### src/hw/opp_dummy_unused.sv
// no logic: this file holds no module
// assumes nothing of its surroundings
`default_nettype none
`default_nettype wire

### src/hw/opp_pkg.sv
// constants for the optical port and energy pulse block
// assumes an 8-bit register port and a 50 MHz system clock
`default_nettype none
package opp_pkg;
  // register addresses on the plain register port
  localparam logic [15:0] OPP_ADDR_PULSE_POL = 16'h2004;
  localparam logic [15:0] OPP_ADDR_TX_CFG    = 16'h2007;
  localparam logic [15:0] OPP_ADDR_PORT_CFG  = 16'h2008;
  localparam logic [15:0] OPP_ADDR_WIDTH_CAP = 16'h2080;
  localparam logic [15:0] OPP_ADDR_SPACING   = 16'h2081;
  localparam logic [15:0] OPP_ADDR_STATUS    = 16'h2082;
  // field positions
  localparam int OPP_POL_BIT    = 6;
  localparam int OPP_TXSRC_LSB  = 6;
  localparam int OPP_DUTY_LSB   = 0;
  localparam int OPP_TXINV_BIT  = 0;
  localparam int OPP_TXMOD_BIT  = 1;
  localparam int OPP_RXINV_BIT  = 4;
  localparam int OPP_RXGPIO_BIT = 5;
  localparam int OPP_ST_ACTIVE  = 0;
  localparam int OPP_ST_QUEUED  = 1;
  localparam int OPP_ST_CAPPED  = 2;
  // reset values
  localparam logic [1:0] OPP_TXSRC_RST   = 2'h0;
  localparam logic [1:0] OPP_DUTY_RST    = 2'h0;
  localparam logic [7:0] OPP_CAP_RST     = 8'hFF;
  localparam logic [7:0] OPP_SPACING_RST = 8'h00;
  // transmit source codes
  localparam logic [1:0] OPP_TX_SERIAL = 2'h0;
  localparam logic [1:0] OPP_TX_GPIO2  = 2'h1;
  localparam logic [1:0] OPP_TX_PULSE  = 2'h2;
  // width cap value that removes the cap in bypass mode; queued pulses then last one T1
  localparam logic [7:0] OPP_CAP_OFF = 8'hFF;
  // timing
  localparam int OPP_CLK_MHZ    = 50;
  localparam int OPP_SAMPLE_NS  = 397000;
  localparam int OPP_SAMPLE_CYC = (OPP_SAMPLE_NS * OPP_CLK_MHZ) / 1000;
  localparam int OPP_UNIT_CYC   = 20;
  localparam int OPP_CARRIER_DIV = 16;
  localparam int OPP_QUEUE_W    = 4;
  // pulse shaper states
  typedef enum logic [1:0] {OPP_P_IDLE, OPP_P_ACTIVE, OPP_P_HELD} opp_pstate_t;
endpackage
`default_nettype wire

### src/hw/opp_port.sv
// optical port and energy pulse output conditioning, top level
// assumes synchronous inputs, an 8-bit register port with
// read data one cycle after the read strobe
//
// Added by the designer: the strobed register port.
`default_nettype none

// What this block does
// - modulation carrier low for 50, 25, 12.5 or 6.25 percent
// - receive pin feeds serial comparator path, or general I/O one when disabled
// - receive inversion affects only serial receiver, not general I/O input
// - transmit source: serial, general I/O two, energy pulse; 11 reserved
// - transmit inversion applied before modulation
// - modulation replaces zero transmit level with carrier, passes ones
// - energy pulse width capped at (2N+1) times T1; N=255 disables it in bypass, gives one T1 when queued
// - nonzero spacing uses pulse queue; zero bypasses, pulses immediate
// - energy pulse active low, active high when polarity bit set
module opp_port #(
  parameter int SAMPLE_CYC  = opp_pkg::OPP_SAMPLE_CYC,
  parameter int CARRIER_DIV = opp_pkg::OPP_CARRIER_DIV
) (
  input  wire logic        clk,
  input  wire logic        rstn,
  input  wire logic        clk_en,
  input  wire logic [15:0] addr,
  input  wire logic [7:0]  wdata,
  input  wire logic        wr_stb,
  input  wire logic        rd_stb,
  output logic [7:0]       rdata,
  input  wire logic        uart_txd,
  input  wire logic        general_io_two,
  input  wire logic        ce_pulse,
  input  wire logic        optical_receive_pin,
  output logic             optical_transmit_pin,
  output logic             uart_rxd,
  output logic             general_io_one,
  output logic             energy_pulse_out
);
  // configuration registers
  logic       pulse_polarity_bit;
  logic [1:0] optical_duty_select;
  logic [1:0] optical_tx_source_select;
  logic       optical_tx_invert;
  logic       optical_tx_modulate_enable;
  logic       optical_rx_invert;
  logic       optical_rx_as_gpio;
  logic [7:0] pulse_width_cap;
  logic [7:0] pulse_spacing_setting;
  // internal signals
  logic       carrier;
  logic       pulse_active;
  logic       pulse_queued;
  logic       pulse_capped;
  logic       pulse_level;
  logic       tx_src;
  logic       tx_pre;
  logic       next_tx;
  logic [7:0] next_rdata;

  // carrier generator
  opp_carrier #(
    .DIV(CARRIER_DIV)
  ) u_carrier (
    .clk    (clk),
    .rstn   (rstn),
    .clk_en (clk_en),
    .duty   (optical_duty_select),
    .carrier(carrier)
  );

  // energy pulse shaper
  opp_pulse #(
    .SAMPLE_CYC(SAMPLE_CYC),
    .UNIT_CYC  (opp_pkg::OPP_UNIT_CYC)
  ) u_pulse (
    .clk     (clk),
    .rstn    (rstn),
    .clk_en  (clk_en),
    .cap     (pulse_width_cap),
    .spacing (pulse_spacing_setting),
    .ce_pulse(ce_pulse),
    .active  (pulse_active),
    .queued  (pulse_queued),
    .capped  (pulse_capped)
  );

  // register writes; bits of other blocks in shared bytes are ignored
  always_ff @(posedge clk or negedge rstn) begin
    if (!rstn) begin
      pulse_polarity_bit         <= 1'b0;
      optical_duty_select        <= opp_pkg::OPP_DUTY_RST;
      optical_tx_source_select   <= opp_pkg::OPP_TXSRC_RST;
      optical_tx_invert          <= 1'b0;
      optical_tx_modulate_enable <= 1'b0;
      optical_rx_invert          <= 1'b0;
      optical_rx_as_gpio         <= 1'b0;
      pulse_width_cap            <= opp_pkg::OPP_CAP_RST;
      pulse_spacing_setting      <= opp_pkg::OPP_SPACING_RST;
    end else if (clk_en && wr_stb) begin
      case (addr)
        opp_pkg::OPP_ADDR_PULSE_POL: begin
          pulse_polarity_bit <= wdata[opp_pkg::OPP_POL_BIT];
        end
        opp_pkg::OPP_ADDR_TX_CFG: begin
          optical_tx_source_select <= wdata[opp_pkg::OPP_TXSRC_LSB +: 2];
          optical_duty_select      <= wdata[opp_pkg::OPP_DUTY_LSB +: 2];
        end
        opp_pkg::OPP_ADDR_PORT_CFG: begin
          optical_tx_invert          <= wdata[opp_pkg::OPP_TXINV_BIT];
          optical_tx_modulate_enable <= wdata[opp_pkg::OPP_TXMOD_BIT];
          optical_rx_invert          <= wdata[opp_pkg::OPP_RXINV_BIT];
          optical_rx_as_gpio         <= wdata[opp_pkg::OPP_RXGPIO_BIT];
        end
        opp_pkg::OPP_ADDR_WIDTH_CAP: begin
          pulse_width_cap <= wdata;
        end
        opp_pkg::OPP_ADDR_SPACING: begin
          pulse_spacing_setting <= wdata;
        end
        default: begin
        end
      endcase
    end
  end

  // read decode; unmapped addresses and unused bits read as zero
  always_comb begin
    next_rdata = 8'h00;
    case (addr)
      opp_pkg::OPP_ADDR_PULSE_POL: begin
        next_rdata[opp_pkg::OPP_POL_BIT] = pulse_polarity_bit;
      end
      opp_pkg::OPP_ADDR_TX_CFG: begin
        next_rdata[opp_pkg::OPP_TXSRC_LSB +: 2] = optical_tx_source_select;
        next_rdata[opp_pkg::OPP_DUTY_LSB +: 2]  = optical_duty_select;
      end
      opp_pkg::OPP_ADDR_PORT_CFG: begin
        next_rdata[opp_pkg::OPP_TXINV_BIT]  = optical_tx_invert;
        next_rdata[opp_pkg::OPP_TXMOD_BIT]  = optical_tx_modulate_enable;
        next_rdata[opp_pkg::OPP_RXINV_BIT]  = optical_rx_invert;
        next_rdata[opp_pkg::OPP_RXGPIO_BIT] = optical_rx_as_gpio;
      end
      opp_pkg::OPP_ADDR_WIDTH_CAP: begin
        next_rdata = pulse_width_cap;
      end
      opp_pkg::OPP_ADDR_SPACING: begin
        next_rdata = pulse_spacing_setting;
      end
      opp_pkg::OPP_ADDR_STATUS: begin
        next_rdata[opp_pkg::OPP_ST_ACTIVE] = pulse_active;
        next_rdata[opp_pkg::OPP_ST_QUEUED] = pulse_queued;
        next_rdata[opp_pkg::OPP_ST_CAPPED] = pulse_capped;
      end
      default: begin
        next_rdata = 8'h00;
      end
    endcase
  end

  // read data stands only in the cycle after the strobe
  always_ff @(posedge clk or negedge rstn) begin
    if (!rstn) rdata <= 8'h00;
    else if (clk_en) rdata <= rd_stb ? next_rdata : 8'h00;
  end

  // energy pulse level before polarity: low while active
  assign pulse_level = !pulse_active;

  // transmit source select
  always_comb begin
    case (optical_tx_source_select)
      opp_pkg::OPP_TX_SERIAL: tx_src = uart_txd;
      opp_pkg::OPP_TX_GPIO2:  tx_src = general_io_two;
      opp_pkg::OPP_TX_PULSE:  tx_src = pulse_polarity_bit ? !pulse_level : pulse_level;
      default:                tx_src = 1'b1;  // reserved: idle high
    endcase
  end

  // inversion first, then carrier replaces a zero level
  assign tx_pre  = tx_src ^ optical_tx_invert;
  assign next_tx = (optical_tx_modulate_enable && !tx_pre) ? carrier : tx_pre;

  // transmit pin register
  always_ff @(posedge clk or negedge rstn) begin
    if (!rstn) optical_transmit_pin <= 1'b1;
    else if (clk_en) optical_transmit_pin <= next_tx;
  end

  // receive routing: serial path with optional inversion, or general I/O one
  always_ff @(posedge clk or negedge rstn) begin
    if (!rstn) begin
      uart_rxd       <= 1'b1;
      general_io_one <= 1'b0;
    end else if (clk_en) begin
      uart_rxd       <= optical_rx_as_gpio ? 1'b1 : (optical_receive_pin ^ optical_rx_invert);
      general_io_one <= optical_rx_as_gpio ? optical_receive_pin : 1'b0;
    end
  end

  // energy pulse pin with selectable polarity
  always_ff @(posedge clk or negedge rstn) begin
    if (!rstn) energy_pulse_out <= 1'b1;
    else if (clk_en) energy_pulse_out <= pulse_polarity_bit ? pulse_active : !pulse_active;
  end

  a_rx_serial_path: assert property (@(posedge clk) disable iff (!rstn)
    clk_en && !optical_rx_as_gpio |=> uart_rxd == $past(optical_receive_pin ^ optical_rx_invert))
    else $error("serial receive path wrong");
  a_rx_gpio_path: assert property (@(posedge clk) disable iff (!rstn)
    clk_en && optical_rx_as_gpio |=> general_io_one == $past(optical_receive_pin) && uart_rxd)
    else $error("general I/O receive path wrong");
  a_tx_serial_select: assert property (@(posedge clk) disable iff (!rstn)
    clk_en && optical_tx_source_select == 2'h0 && !optical_tx_invert && !optical_tx_modulate_enable
    |=> optical_transmit_pin == $past(uart_txd))
    else $error("serial transmit not routed");
  a_tx_gpio_invert: assert property (@(posedge clk) disable iff (!rstn)
    clk_en && optical_tx_source_select == 2'h1 && optical_tx_invert && !optical_tx_modulate_enable
    |=> optical_transmit_pin == !$past(general_io_two))
    else $error("transmit inversion wrong");
  a_tx_modulate_zero: assert property (@(posedge clk) disable iff (!rstn)
    clk_en && optical_tx_modulate_enable |=> optical_transmit_pin == ($past(tx_pre) ? 1'b1 : $past(carrier)))
    else $error("modulation stage wrong");
  a_pulse_polarity_out: assert property (@(posedge clk) disable iff (!rstn)
    clk_en && pulse_active |=> energy_pulse_out == $past(pulse_polarity_bit))
    else $error("energy pulse polarity wrong");
endmodule
`default_nettype wire

### src/hw/opp_carrier.sv
// modulation carrier with selectable low fraction
// assumes clk_en freezes the divider
`default_nettype none
module opp_carrier #(
  parameter int DIV = opp_pkg::OPP_CARRIER_DIV
) (
  input  wire logic       clk,
  input  wire logic       rstn,
  input  wire logic       clk_en,
  input  wire logic [1:0] duty,
  output logic            carrier
);
  logic [7:0] cnt;
  logic [7:0] low_len;

  // low run is the period divided by 2, 4, 8 or 16
  // shift count kept 3 bits wide so that duty 11 shifts by four, not by zero
  assign low_len = 8'(DIV) >> (3'(duty) + 3'h1);

  // period counter from a fixed divider of the system clock
  always_ff @(posedge clk or negedge rstn) begin
    if (!rstn) begin
      cnt <= 8'h00;
    end else if (clk_en) begin
      cnt <= (cnt == 8'(DIV - 1)) ? 8'h00 : cnt + 8'h01;
    end
  end

  // low for the first low_len cycles of each period
  always_ff @(posedge clk or negedge rstn) begin
    if (!rstn) begin
      carrier <= 1'b1;
    end else if (clk_en) begin
      carrier <= (cnt >= low_len);
    end
  end

  a_carrier_low_start: assert property (@(posedge clk) disable iff (!rstn)
    clk_en && cnt == 8'h00 && low_len != 8'h00 |=> !carrier)
    else $error("carrier not low at period start");
  a_carrier_high_end: assert property (@(posedge clk) disable iff (!rstn)
    clk_en && cnt == 8'(DIV - 1) |=> carrier)
    else $error("carrier not high at period end");
endmodule
`default_nettype wire

### src/hw/opp_pulse.sv
// energy pulse shaper: width cap, spacing queue, bypass
// assumes ce_pulse is the compute engine pulse, high while asserted
`default_nettype none
module opp_pulse #(
  parameter int SAMPLE_CYC = opp_pkg::OPP_SAMPLE_CYC,
  parameter int UNIT_CYC   = opp_pkg::OPP_UNIT_CYC
) (
  input  wire logic       clk,
  input  wire logic       rstn,
  input  wire logic       clk_en,
  input  wire logic [7:0] cap,
  input  wire logic [7:0] spacing,
  input  wire logic       ce_pulse,
  output logic            active,
  output logic            queued,
  output logic            capped
);
  opp_pkg::opp_pstate_t state;
  opp_pkg::opp_pstate_t next_state;
  logic [15:0] t1_cnt;
  logic [15:0] t1_len;
  logic        t1_tick;
  logic [8:0]  w_cnt;
  logic [8:0]  cap_len;
  logic        ce_q;
  logic [opp_pkg::OPP_QUEUE_W-1:0] q_cnt;
  logic        bypass;
  logic        start;
  logic        push;

  assign bypass  = (spacing == 8'h00);
  // T1 is the sample time or the spacing setting
  assign t1_len  = bypass ? 16'(SAMPLE_CYC - 1) : 16'(int'(spacing) * UNIT_CYC - 1);
  assign t1_tick = (t1_cnt == 16'h0000);
  assign cap_len = {cap, 1'b1};  // 2N+1
  assign push    = !bypass && ce_pulse && !ce_q && (q_cnt != '1);
  assign start   = (state == opp_pkg::OPP_P_IDLE) && (next_state == opp_pkg::OPP_P_ACTIVE);
  assign active  = (state == opp_pkg::OPP_P_ACTIVE);
  assign queued  = (q_cnt != '0);
  assign capped  = (state == opp_pkg::OPP_P_HELD);

  // shaper next state
  always_comb begin
    next_state = state;
    case (state)
      opp_pkg::OPP_P_IDLE: begin
        if (bypass ? ce_pulse : (queued && t1_tick)) next_state = opp_pkg::OPP_P_ACTIVE;
      end
      opp_pkg::OPP_P_ACTIVE: begin
        if (bypass) begin
          if (!ce_pulse) next_state = opp_pkg::OPP_P_IDLE;
          else if (cap != opp_pkg::OPP_CAP_OFF && t1_tick && w_cnt == cap_len - 9'h001)
            next_state = opp_pkg::OPP_P_HELD;
        end else if (t1_tick && (cap == opp_pkg::OPP_CAP_OFF || w_cnt == cap_len - 9'h001)) begin
          next_state = opp_pkg::OPP_P_IDLE;
        end
      end
      opp_pkg::OPP_P_HELD: begin
        if (!ce_pulse || !bypass) next_state = opp_pkg::OPP_P_IDLE;
      end
      default: next_state = opp_pkg::OPP_P_IDLE;
    endcase
  end

  // state register
  always_ff @(posedge clk or negedge rstn) begin
    if (!rstn) state <= opp_pkg::OPP_P_IDLE;
    else if (clk_en) state <= next_state;
  end

  // T1 interval timer, realigned at each pulse start
  always_ff @(posedge clk or negedge rstn) begin
    if (!rstn) t1_cnt <= 16'h0000;
    else if (clk_en) t1_cnt <= (t1_tick || start) ? t1_len : t1_cnt - 16'h0001;
  end

  // width counter in T1 units
  always_ff @(posedge clk or negedge rstn) begin
    if (!rstn) w_cnt <= 9'h000;
    else if (clk_en) begin
      if (start) w_cnt <= 9'h000;
      else if (active && t1_tick) w_cnt <= w_cnt + 9'h001;
    end
  end

  // pulse queue: rising edges in, one out per spaced pulse
  always_ff @(posedge clk or negedge rstn) begin
    if (!rstn) begin
      ce_q  <= 1'b0;
      q_cnt <= '0;
    end else if (clk_en) begin
      ce_q <= ce_pulse;
      if (bypass) q_cnt <= '0;
      else q_cnt <= q_cnt + (push ? 1'b1 : 1'b0) - ((start && !bypass) ? 1'b1 : 1'b0);
    end
  end

  a_width_cap_hold: assert property (@(posedge clk) disable iff (!rstn)
    clk_en && active && bypass && ce_pulse && cap != 8'hFF && t1_tick && w_cnt == cap_len - 9'h001
    |=> capped && !active)
    else $error("pulse not cut at width cap");
  a_bypass_immediate: assert property (@(posedge clk) disable iff (!rstn)
    clk_en && bypass && state == opp_pkg::OPP_P_IDLE && ce_pulse |=> active)
    else $error("bypassed pulse delayed");
endmodule
`default_nettype wire

### config.mk
export PLATFORM = sky130hd
export DESIGN_NAME = opp_port
export DESIGN_NICKNAME = d
export VERILOG_FILES = /design/src/hw/opp_dummy_unused.sv /design/src/hw/opp_pkg.sv /design/src/hw/opp_port.sv /design/src/hw/opp_carrier.sv /design/src/hw/opp_pulse.sv
export SDC_FILE = /design/constraint.sdc
export NUM_CORES = 1
export LEC_CHECK = 0
export BUFFER_PORTS_ARGS = -buffer_cell sky130_fd_sc_hd__buf_2
export CAP_MARGIN = 20
export CORE_MARGIN = 5
export CORE_UTILIZATION = 40
export CTS_CLUSTER_DIAMETER = 50
export DETAILED_ROUTE_END_ITERATION = 8
export GPL_ROUTABILITY_DRIVEN = 0
export HOLD_SLACK_MARGIN = 0.12
export PLACE_DENSITY = 0.57
export SKIP_LAST_GASP = 1
export SLEW_MARGIN = 20
export SYNTH_ARGS = -nofsm -noshare
export SYNTH_HDL_FRONTEND = slang
export SYNTH_HIERARCHICAL = 1
export SYNTH_SLANG_ARGS = --single-unit
### constraint.sdc
create_clock -name clk -period 4.1 [get_ports clk]
set_clock_uncertainty 0.1 [all_clocks]
set_input_delay 0 -clock clk [delete_from_list [all_inputs] [get_ports clk]]
set_output_delay 0 -clock clk [all_outputs]
set_load 0.01 [all_outputs]
==> results of run 1 <==
[how the worst min path moves through the flow]
stage	startpoint	to	slack [ns]	cells after the start
after floorplan	rstn	general_io_one$_DFFE_PN0P_	-0.40	0
after global placement	rstn	u_carrier/cnt[4]$_DFFE_PN0P_	0.14	1
after detailed placement	rstn	u_carrier/cnt[4]$_DFFE_PN0P_	0.14	1
after CTS	addr[11]	rdata[4]$_DFFE_PN0P_	0.13	5
after global routing	addr[11]	rdata[4]$_DFFE_PN0P_	0.17	5
final	addr[11]	rdata[4]$_DFFE_PN0P_	0.15	5
[cell type report]
class,count,area [um2]
well taps,172,215
inverters,27,101
clock buffers,12,246
fillers,1198,6540
clock inverters,4,22.5
repair buffers,73,514
multi-input cells,406,2960
flip-flops and latches,78,1970
[cell families after synthesis]
family | Yosys count | share of synthesized area (%)
DFF | 78 | 38.4
muxes | 40 | 8.58
adders and majority gates | 29 | 7.38
buffers and inverters | 46 | 3.79
xor gates and xnor gates | 24 | 4.11
AOI/OAI and AO/OA | 108 | 13.7
and+or+nand+nor | 205 | 24.0
[Yosys cell counts (all sizes together) (5+ instances only)]
cell type  number  share of area [%]
dfrtp          66                 32
nand2          45                3.3
mux2           31                6.8
o21ai          31                3.1
nor2           29                2.1
ha             27                6.6
inv            26                1.9
a21oi          24                2.3
nand3          21                2.1
nor3           17                2.0
xnor2          16                2.7
nand4          13                1.7
clkbuf         12               0.88
dfstp          12                6.2
nor4           12                2.3
a22oi          11                1.6
nand2b         11                1.3
mux2i           9                1.8
xor2            8                1.4
buf             7               0.93
nor3b           7                1.0
and3            6               0.73
nand3b          6               0.88
or4             6                1.1
nor2b           5               0.61
or4b            5                1.1
[power by group]
part	internal [mW]	total, mW	switching [mW]	leakage [nW]
logic	0.153	0.333	0.180	1.54
clock network	0.423	0.731	0.307	0.132
registers	0.847	0.944	0.0970	0.995
[state kept, by name, summed over array words and instances (netlist names), 2 cells and up]
name	count
optical_duty_select	2
optical_tx_source_select	2
pulse_spacing_setting	8
pulse_width_cap	8
rdata	8
u_carrier/cnt	8
u_pulse/q_cnt	4
u_pulse/state	2
u_pulse/t1_cnt	16
u_pulse/w_cnt	9
[worst max-delay path: cells and delay by family]
| kind | cells | cell delay (ns) |
|---|---|---|
| buf+inv | 5 | 2.53 |
| simple gates | 3 | 1.04 |
| compound gates | 1 | 0.14 |
[what timing repair did]
| action | 4_1_cts | 5_1_grt |
|---|---|---|
| endpoints found under the hold margin | 106 | 0 |
| hold buffers | 28 | 0 |
| setup endpoints to repair | 0 | 0 |
[metal layers]
metal | share of wire, % | vias to the layer above | routed length (um)
li1 | - | 2098 | -
met2 | 47 | 74 | 5830
met1 | 48 | 2069 | 5920
met3 | 4.0 | 13 | 501
met5 | 0 | - | 0
met4 | 1.3 | 0 | 159
==> key figures, run 1 <==
Synth
  • Synth Register Bits: 78
  • Post-synth EDFFs: 0
  • Sequential area share after synthesis: 38.4%
  • Cells after Synth: 530
  • Post-synth top flop: dfrtp_1
  • Async SR Flop Fraction: 100%
  • Syn avg cell area: 9.66 um2
  • Syn Nets: 592
  • Warnings from Yosys: 6
  • Cell Area, Synth: 5120 um2
  • Count of different cell masters after synthesis: 75

Drt
  • Vias: 4,254
  • DR iter-0 viols: 267
  • Final wirelength: 12,400 um
  • Routed Antenna Nets: 0
  • Iteration count of the initial detailed-routing pass: 5
  • Residual DRC count: 0
  • Vias/cell: 5.51
  • Wire per inst: 16.1 um

Worst hold path
  • Tightest Hold Check Type: input pin to flip-flop

Power
  • PD cells: 333 nW/um2
  • P_leak: 2.67 nW
  • Overall Power: 2.01 mW
  • Worst VDD drop: 0.165 mV

Worst setup path
  • CP max stage cell: dlygate4sd3_1
  • Crit path to: rdata[2]$_DFFE_PN0P_
  • CP Max Fanout: 6
  • CP startpoint: addr[8]
  • Critical Path Most Common Cell: dlygate4sd3_1
  • Crit path arrival time: 3.71 ns
  • R2R Setup Slk: 0.80 ns
  • CP Cell Sequence: dlygate4sd3_1 -> buf_2 -> or4_4 -> dlygate4sd3_1 -> nor4_4 -> dlygate4sd3_1 -> nand2_1 -> o2bb2ai_1 -> dlygate4sd3_1
  • Critical path type: input pin to flip-flop
  • Worst Path Required: 4.28 ns
  • Worst r2r src: u_pulse/t1_cnt[0]$_DFFE_PN0P_
  • RR Endpoint: u_pulse/q_cnt[2]$_DFFE_PN0P_
  • R2R depth: 14
  • CP max stage delay: 0.71 ns
  • Startpoint Class: input pin
  • Crit end category: flip-flop

Floorplan
  • Starting Density: 40.7%
  • DIE AREA: 15,200 um2
  • Row cnt: 41
  • Core area: 12,600 um2
  • Die W: 123 um
  • Ports: 45
  • Die H: 123 um

Status
  • Run status: finished clean

Clocking
  • Bufs on Longest Clock Path: 2
  • CTS buffer count: 9
  • Setup bufs post-CTS: 0
  • CTS Sinks: 78
  • Post-CTS sizing: 0
  • Clock transition at path regs: 0.06 ns
  • Clock Latency Late Sink: 0.34 ns
  • H-tree levels: 3
  • CTS tree: done
  • Clock root buffer: clkbuf_16

Job
  • Max cap viols: 0

STA
  • Worst slew margin relative to its limit: 47.0%
  • Final Cycle Share: 86.0%
  • Worst hold slack: 0.145 ns
  • Fmax: 0.283 GHz
  • Slew Viols, Final: 0
  • Setup_tns: 0 ns
  • RSZ-0062 raised after global routing: false
  • Worst Slack Setup Final: 0.572 ns
  • Final setup fails: 0
  • Final worst path period need: 3.53 ns
  • Worst Tran Pin Value: 0.788 ns
  • Hold Fails Final Rpt: 0

Global route
  • Met2 Usage GRT: 28.0%
  • Vias in the first global route: 4,197
  • Initial antenna violation count: 0
  • First-pass GRT wire length: 21,200 um
  • Met3 Usage GRT: 4.30%
  • Largest net degree at the start of global routing: 79
  • GRT met1 Usage: 24.3%
  • Top Usage Layer GRT: met2
  • Total GRT Usage: 17.7%
  • Grt ovf: 0

Finish
  • Commonest non-fill, non-tap cells in the layout: dfrtp_1 (66), nand2_1 (45), buf_2 (43)
  • # nets final: 657
  • Commonest non-fill, non-tap cell in the layout: dfrtp_1
  • Antenna cells: 0
  • Finished Core Util: 47.9%
  • Non-filler cells, final: 772
  • Layout area overhead: 17.7%
  • Layout cell share with drive strength beyond 1: 20.7%
  • Fin area: 6030 um2

Placement
  • Dpl cells: 728
  • Instance area at placement: 5470 um2
  • Pre-CTS WS: 0.777 ns
  • DPL Wire Length: 8980 um
  • Buffers on Ports: 44
(Power assumes the default switching activity.)
==> run 2: changes to the inputs <==
- ABC_AREA: unset -> 1
==> run 2 against run 1 <==
- clock power increased by 13%
- core utilization decreased by 0.40 points
- register-to-register slack gained 0.44 ns
- sequential share of layout area is 3.1 points lower
- die area is 11% higher
- sequential power increased by 8%
- largest power group unchanged
==> key figures, run 2 <==
Placement
  • DPL Wire Length: 10,500 um
  • Instance area at placement: 6080 um2
  • Dpl cells: 986
  • Buffers on Ports: 44

Drt
  • Iteration count of the initial detailed-routing pass: 7
  • Routed Antenna Nets: 0
  • Final wirelength: 14,200 um
  • Vias/cell: 5.02
  • Vias: 5,161
  • DR iter-0 viols: 357
  • Wire per inst: 13.8 um
  • Residual DRC count: 0

Finish
  • # nets final: 906
  • Non-filler cells, final: 1,029
  • Layout cell share with drive strength beyond 1: 16.1%
  • Leading registers by flop count: u_pulse/t1_cnt x16, u_pulse/w_cnt x9
  • Register area: 1970 um2
  • Most flops, register: u_pulse/t1_cnt
  • Filler instances: 1,391
  • Fin area: 6650 um2
  • Antenna cells: 0
  • Finished Core Util: 47.5%
  • Commonest non-fill, non-tap cells in the layout: nand2_1 (199), inv_1 (96), nor2_1 (78)
  • Layout area overhead: 15.7%
  • Multi-input logic area: 3280 um2
  • Commonest non-fill, non-tap cell in the layout: nand2_1
  • Max reg flops: 16

Job
  • Max cap viols: 0

Worst setup path
  • CP Max Fanout: 6
  • Worst r2r src: pulse_spacing_setting[0]$_DFFE_PN0P_
  • R2R Setup Slk: 1.24 ns
  • Crit path arrival time: 3.24 ns
  • Critical path type: input pin to flip-flop
  • Startpoint Class: input pin
  • CP Cell Sequence: dlygate4sd3_1 -> buf_2 -> nor2_2 -> dlygate4sd3_1 -> nand2_1 -> dlygate4sd3_1 -> nor2_2 -> nand3_1 -> nand3_1 -> nand3_1 -> dlygate4sd3_1 -> nand2_1
  • Critical Path Most Common Cell: dlygate4sd3_1
  • Worst Path Required: 4.29 ns
  • Crit end category: flip-flop
  • CP max stage delay: 0.59 ns
  • RR Endpoint: u_pulse/q_cnt[2]$_DFFE_PN0P_
  • CP max stage cell: dlygate4sd3_1
  • R2R depth: 15

Synth
  • Sequential area share after synthesis: 34.2%
  • Synth Register Bits: 78
  • Cells after Synth: 778
  • Most frequent cell after synthesis: nand2_1
  • Async SR Flop Fraction: 100%
  • Post-synth top area share: 28.7%
  • Post-synth top flop: dfrtp_1
  • Syn Nets: 840
  • Syn avg cell area: 7.39 um2
  • Synth top cells by count: nand2_1 (199), inv_1 (96), nor2_1 (78), nand3_1 (76), dfrtp_1 (66)
  • Warnings from Yosys: 6
  • Count of different cell masters after synthesis: 44
  • Post-synth top area cell: dfrtp_1
  • Cell Area, Synth: 5750 um2
  • Top post-synthesis cells by area: dfrtp_1 (29%), nand2_1 (13%), nand3_1 (6.6%)
  • Post-synth EDFFs: 0

Power
  • Worst VDD drop: 0.169 mV
  • PD cells: 376 nW/um2
  • P_leak: 3.45 nW

Clocking
  • Clock Latency Late Sink: 0.35 ns
  • H-tree levels: 3
  • Clock root buffer: clkbuf_16
  • CTS buffer count: 9
  • Post-CTS sizing: 0
  • Clock transition at path regs: 0.06 ns
  • Bufs on Longest Clock Path: 2
  • CTS tree: done
  • Setup bufs post-CTS: 0
  • CTS Sinks: 78

STA
  • Worst slew margin relative to its limit: 50.9%
  • Final setup fails: 0
  • Final worst path period need: 3.04 ns
  • Slew Viols, Final: 0
  • Worst Tran Pin Value: 0.737 ns
  • Setup_tns: 0 ns
  • Hold Fails Final Rpt: 0
  • Final Cycle Share: 74.3%
  • Fmax: 0.328 GHz
  • RSZ-0062 raised after global routing: false

Global route
  • Largest net degree at the start of global routing: 79
  • Total GRT Usage: 18.2%
  • First-pass GRT wire length: 24,700 um
  • Initial antenna violation count: 0
  • Grt ovf: 0
  • Vias in the first global route: 5,092

Floorplan
  • Core area: 14,000 um2
  • Starting Density: 41.1%
  • Row cnt: 43
  • Die W: 130 um
  • Ports: 45
  • DIE AREA: 16,900 um2
  • Die H: 130 um

Worst hold path
  • Tightest Hold Check Type: input pin to asynchronous set/reset pin

Status
  • Run status: finished clean
[run 2: cell count changes in the layout (fill, tap and decap cells not counted), sizes merged, moves of 9 or more]
| cell | delta |
|---|---|
| nand3 | +57 |
| inv | +76 |
| nor3 | -11 |
| nor4 | -10 |
| nand2 | +174 |
| nand2b | -11 |
| xor2 | +10 |
| mux2i | -9 |
| nand4 | +11 |
| mux2 | -31 |
| o21ai | +20 |
| a22oi | -11 |
| nor2 | +70 |
[run 2: worst max-delay path by stage]
| stage | startpoint | to | depth (start not counted) |
|---|---|---|---|
| 2_1_floorplan | pulse_spacing_setting[0]$_DFFE_PN0P_ | u_pulse/q_cnt[2]$_DFFE_PN0P_ | 15 |
| 3_3_place_gp | pulse_spacing_setting[0]$_DFFE_PN0P_ | u_pulse/q_cnt[2]$_DFFE_PN0P_ | 15 |
| 3_5_place_dp | pulse_spacing_setting[0]$_DFFE_PN0P_ | u_pulse/q_cnt[2]$_DFFE_PN0P_ | 15 |
| 4_1_cts | addr[4] | rdata[7]$_DFFE_PN0P_ | 12 |
| 5_1_grt | addr[4] | rdata[7]$_DFFE_PN0P_ | 12 |
| 6_report | addr[4] | rdata[7]$_DFFE_PN0P_ | 12 |
[run 2: power breakdown]
group,switching (mW),internal [mW]
sequential,0.138,0.883
combinational,0.382,0.270
clock,0.355,0.474
total,0.874,1.63
[run 2: through the flow]
step	hold slack, ns	setup WS (ns)	power (mW)
2_1_floorplan	-0.396	1.53	1.50
3_3_place_gp	0.132	1.33	1.64
3_5_place_dp	0.138	1.22	1.67
4_1_cts	0.140	1.09	2.53
5_1_grt	0.176	0.899	2.68
6_report	0.151	1.06	2.50
[run 2: final cells by class]
class / instances / area share (%)
sequential: 78 / 29.6
timing repair buffer: 72 / 7.58
inverter: 100 / 5.64
clock inverter: 7 / 1.09
multi-input combinational: 583 / 49.3
tap: 180 / 3.39
clock buffer: 9 / 3.39
[run 2: routing by layer]
metal	vias to the layer above	routed length, um	GRT usage (%)
li1	2642	-	-
met1	2410	6780	24.6
met2	89	6670	29.9
met3	20	459	2.33
met4	0	277	6.85
met5	-	0	0
[run 2: repair_timing]
item                                    CTS  global route
hold buffers                             27             0
endpoints found under the hold margin   104             0
endpoints found under the setup margin    0             0
[run 2: cell families (layout without fill, tap and decap cells)]
logic type | count (synthesis) | after routing | synth area share (%)
buffers and inverters | 117 | 188 | 8.71
AO/OA/AOI/OAI | 91 | 91 | 9.47
adder cells (fa/ha/maj) | 29 | 29 | 6.57
XOR/XNOR | 26 | 26 | 3.96
AND/OR/NAND/NOR | 437 | 437 | 37.1
flip-flops | 78 | 78 | 34.2
[run 2: critical path: cells and delay by family]
family                 cells  cell delay (ns)
buffers and inverters      5             2.36
and+or+nand+nor            7             0.87
==> run 3: changes to the inputs <==
- ABC_AREA: 1 -> 0
- clock period: 4.1 -> 2.9 ns (I/O delays scaled with it)
==> run 3 against run 2 <==
- non-clock buffer count is 19 higher
- setup slack worse by 0.92 ns
- critical endpoint is now u_pulse/q_cnt[3]$_DFFE_PN0P_
- wire length is 11% lower
- sequential share of layout area is 1.7 points higher
- count of clock-buffer cells in the layout is 4 higher
- critical path type is now flip-flop to flip-flop
- via count is 16% lower
- largest power group unchanged
- total power is 20% higher
- register-to-register slack worse by 1.1 ns
- core utilization is 2.5 points higher
- final cell count is 23% lower
==> key figures, run 3 (synthesis gave the netlist of run 1 again) <==
Clocking
  • Clock transition at path regs: 0.06 ns
  • Clock Latency Late Sink: 0.34 ns
  • Bufs on Longest Clock Path: 2
  • CTS Sinks: 78
  • CTS buffer count: 9
  • H-tree levels: 3
  • CTS tree: done
  • Clock root buffer: clkbuf_16

Finish
  • Fin area: 6280 um2
  • Layout cell share with drive strength beyond 1: 25.9%
  • Max reg flops: 16
  • Commonest non-fill, non-tap cells in the layout: dfrtp_1 (65), nand2_1 (45), buf_2 (43)
  • Finished Core Util: 50.0%
  • Layout area overhead: 22.8%
  • Most flops, register: u_pulse/t1_cnt
  • Commonest non-fill, non-tap cell in the layout: dfrtp_1
  • # nets final: 675
  • Leading registers by flop count: u_pulse/t1_cnt x16, u_pulse/w_cnt x9
  • Antenna cells: 0

STA
  • Slew Viols, Final: 0
  • Setup_tns: 0 ns
  • Fmax: 0.362 GHz
  • RSZ-0062 raised after global routing: true
  • Final setup fails: 0
  • Final worst path period need: 2.76 ns
  • Worst hold slack: 0.143 ns
  • Final Cycle Share: 95.2%
  • Worst slew margin relative to its limit: 48.7%
  • Hold Fails Final Rpt: 0
  • Worst Slack Setup Final: 0.140 ns
  • Worst Tran Pin Value: 0.762 ns

Floorplan
  • Core area: 12,600 um2
  • Starting Density: 40.7%
  • Die H: 123 um
  • Ports: 45
  • DIE AREA: 15,200 um2
  • Row cnt: 41
  • Die W: 123 um

Placement
  • Buffers on Ports: 44
  • Pre-CTS WS: -0.0697 ns
  • DPL Wire Length: 9080 um
  • Instance area at placement: 5600 um2

Worst hold path
  • Hold path endpoint: rdata[6]$_DFFE_PN0P_
  • Hold depth: 5
  • Hold_sp: addr[5]
  • Tightest Hold Check Type: input pin to flip-flop

Power
  • P_leak: 2.78 nW
  • PD cells: 479 nW/um2
  • Worst VDD drop: 0.321 mV

Worst setup path
  • Critical path type: flip-flop to flip-flop
  • Crit path arrival time: 2.87 ns
  • RR Endpoint: u_pulse/q_cnt[3]$_DFFE_PN0P_
  • Startpoint Class: flip-flop
  • R2R Setup Slk: 0.14 ns
  • Worst Path Required: 3.01 ns
  • Crit end category: flip-flop
  • R2R depth: 12
  • CP Max Fanout: 4
  • Worst r2r src: u_pulse/t1_cnt[10]$_DFFE_PN0P_

Job
  • Max cap viols: 0

Drt
  • Vias: 4,358
  • Wire per inst: 15.9 um
  • Residual DRC count: 0
  • Final wirelength: 12,600 um
  • Iteration count of the initial detailed-routing pass: 4
  • Routed Antenna Nets: 0
  • DR iter-0 viols: 266
  • Vias/cell: 5.52

Global route
  • Grt ovf: 0
  • Vias in the first global route: 4,184
  • Total GRT Usage: 17.6%
  • Largest net degree at the start of global routing: 79
  • Initial antenna violation count: 0
  • First-pass GRT wire length: 21,000 um

Status
  • Run status: finished clean
run 3: cell count changes in the layout (fill, tap and decap cells not counted), sizes merged, moves of 20 or more:
cell	change
nand2	-174
mux2	+31
o21ai	-20
buf	+20
nor2	-70
inv	-76
nand3	-57
run 3: timing repair:
action,CTS,global route
pin swaps,1,14
setup buffers,0,3
hold buffers,26,0
resized for setup,1,23
cloned,0,0
hold endpoints to repair,113,0
setup endpoints to repair,3,9
run 3: through the flow:
step | cells | power [mW]
4_1_cts | 787 | 3.03
2_1_floorplan | 530 | 1.64
3_5_place_dp | 745 | 1.84
3_3_place_gp | 745 | 1.82
6_report | 790 | 3.01
5_1_grt | 790 | 3.17
run 3: critical path, stage by stage (launching register included):
cell and delay, ns:
dfrtp_1 0.43, nor4_4 0.38, nand4_1 0.23, nor3_2 0.27, nand2_1 0.12, nor2_2 0.13, ha_4 0.14, inv_2 0.04
ha_1 0.26, a21o_1 0.17, a21oi_2 0.14, xnor2_1 0.13, o22ai_1 0.10
run 3: power by group:
group | internal (mW) | switching, mW
clock network | 0.713 | 0.441
logic | 0.254 | 0.286
registers | 1.20 | 0.121
run 3: worst max-delay path by stage:
| stage | start | end |
|---|---|---|
| 2_1_floorplan | u_pulse/t1_cnt[0]$_DFFE_PN0P_ | u_pulse/q_cnt[2]$_DFFE_PN0P_ |
| 3_3_place_gp | u_pulse/t1_cnt[9]$_DFFE_PN0P_ | u_pulse/q_cnt[2]$_DFFE_PN0P_ |
| 3_5_place_dp | u_pulse/t1_cnt[1]$_DFFE_PN0P_ | u_pulse/q_cnt[2]$_DFFE_PN0P_ |
| 4_1_cts | pulse_spacing_setting[3]$_DFFE_PN0P_ | u_pulse/t1_cnt[12]$_DFFE_PN0P_ |
| 5_1_grt | u_pulse/t1_cnt[1]$_DFFE_PN0P_ | u_pulse/q_cnt[3]$_DFFE_PN0P_ |
| 6_report | u_pulse/t1_cnt[10]$_DFFE_PN0P_ | u_pulse/q_cnt[3]$_DFFE_PN0P_ |
run 3: cell type report:
type,instances,area [um2]
Multi-Input combinational cell,406,3050
Sequential cell,78,1970
Clock inverter,3,42.5
Clock buffer,13,260
Tap cell,172,215
Timing Repair Buffer,91,644
Inverter,27,101
Fill cell,1174,6280
run 3: routing by layer:
metal,global-route usage (%),part of all wire [%]
met1,24.1,48
met2,27.4,48
met3,4.76,3.5
met4,4.78,1.3
met5,0,0
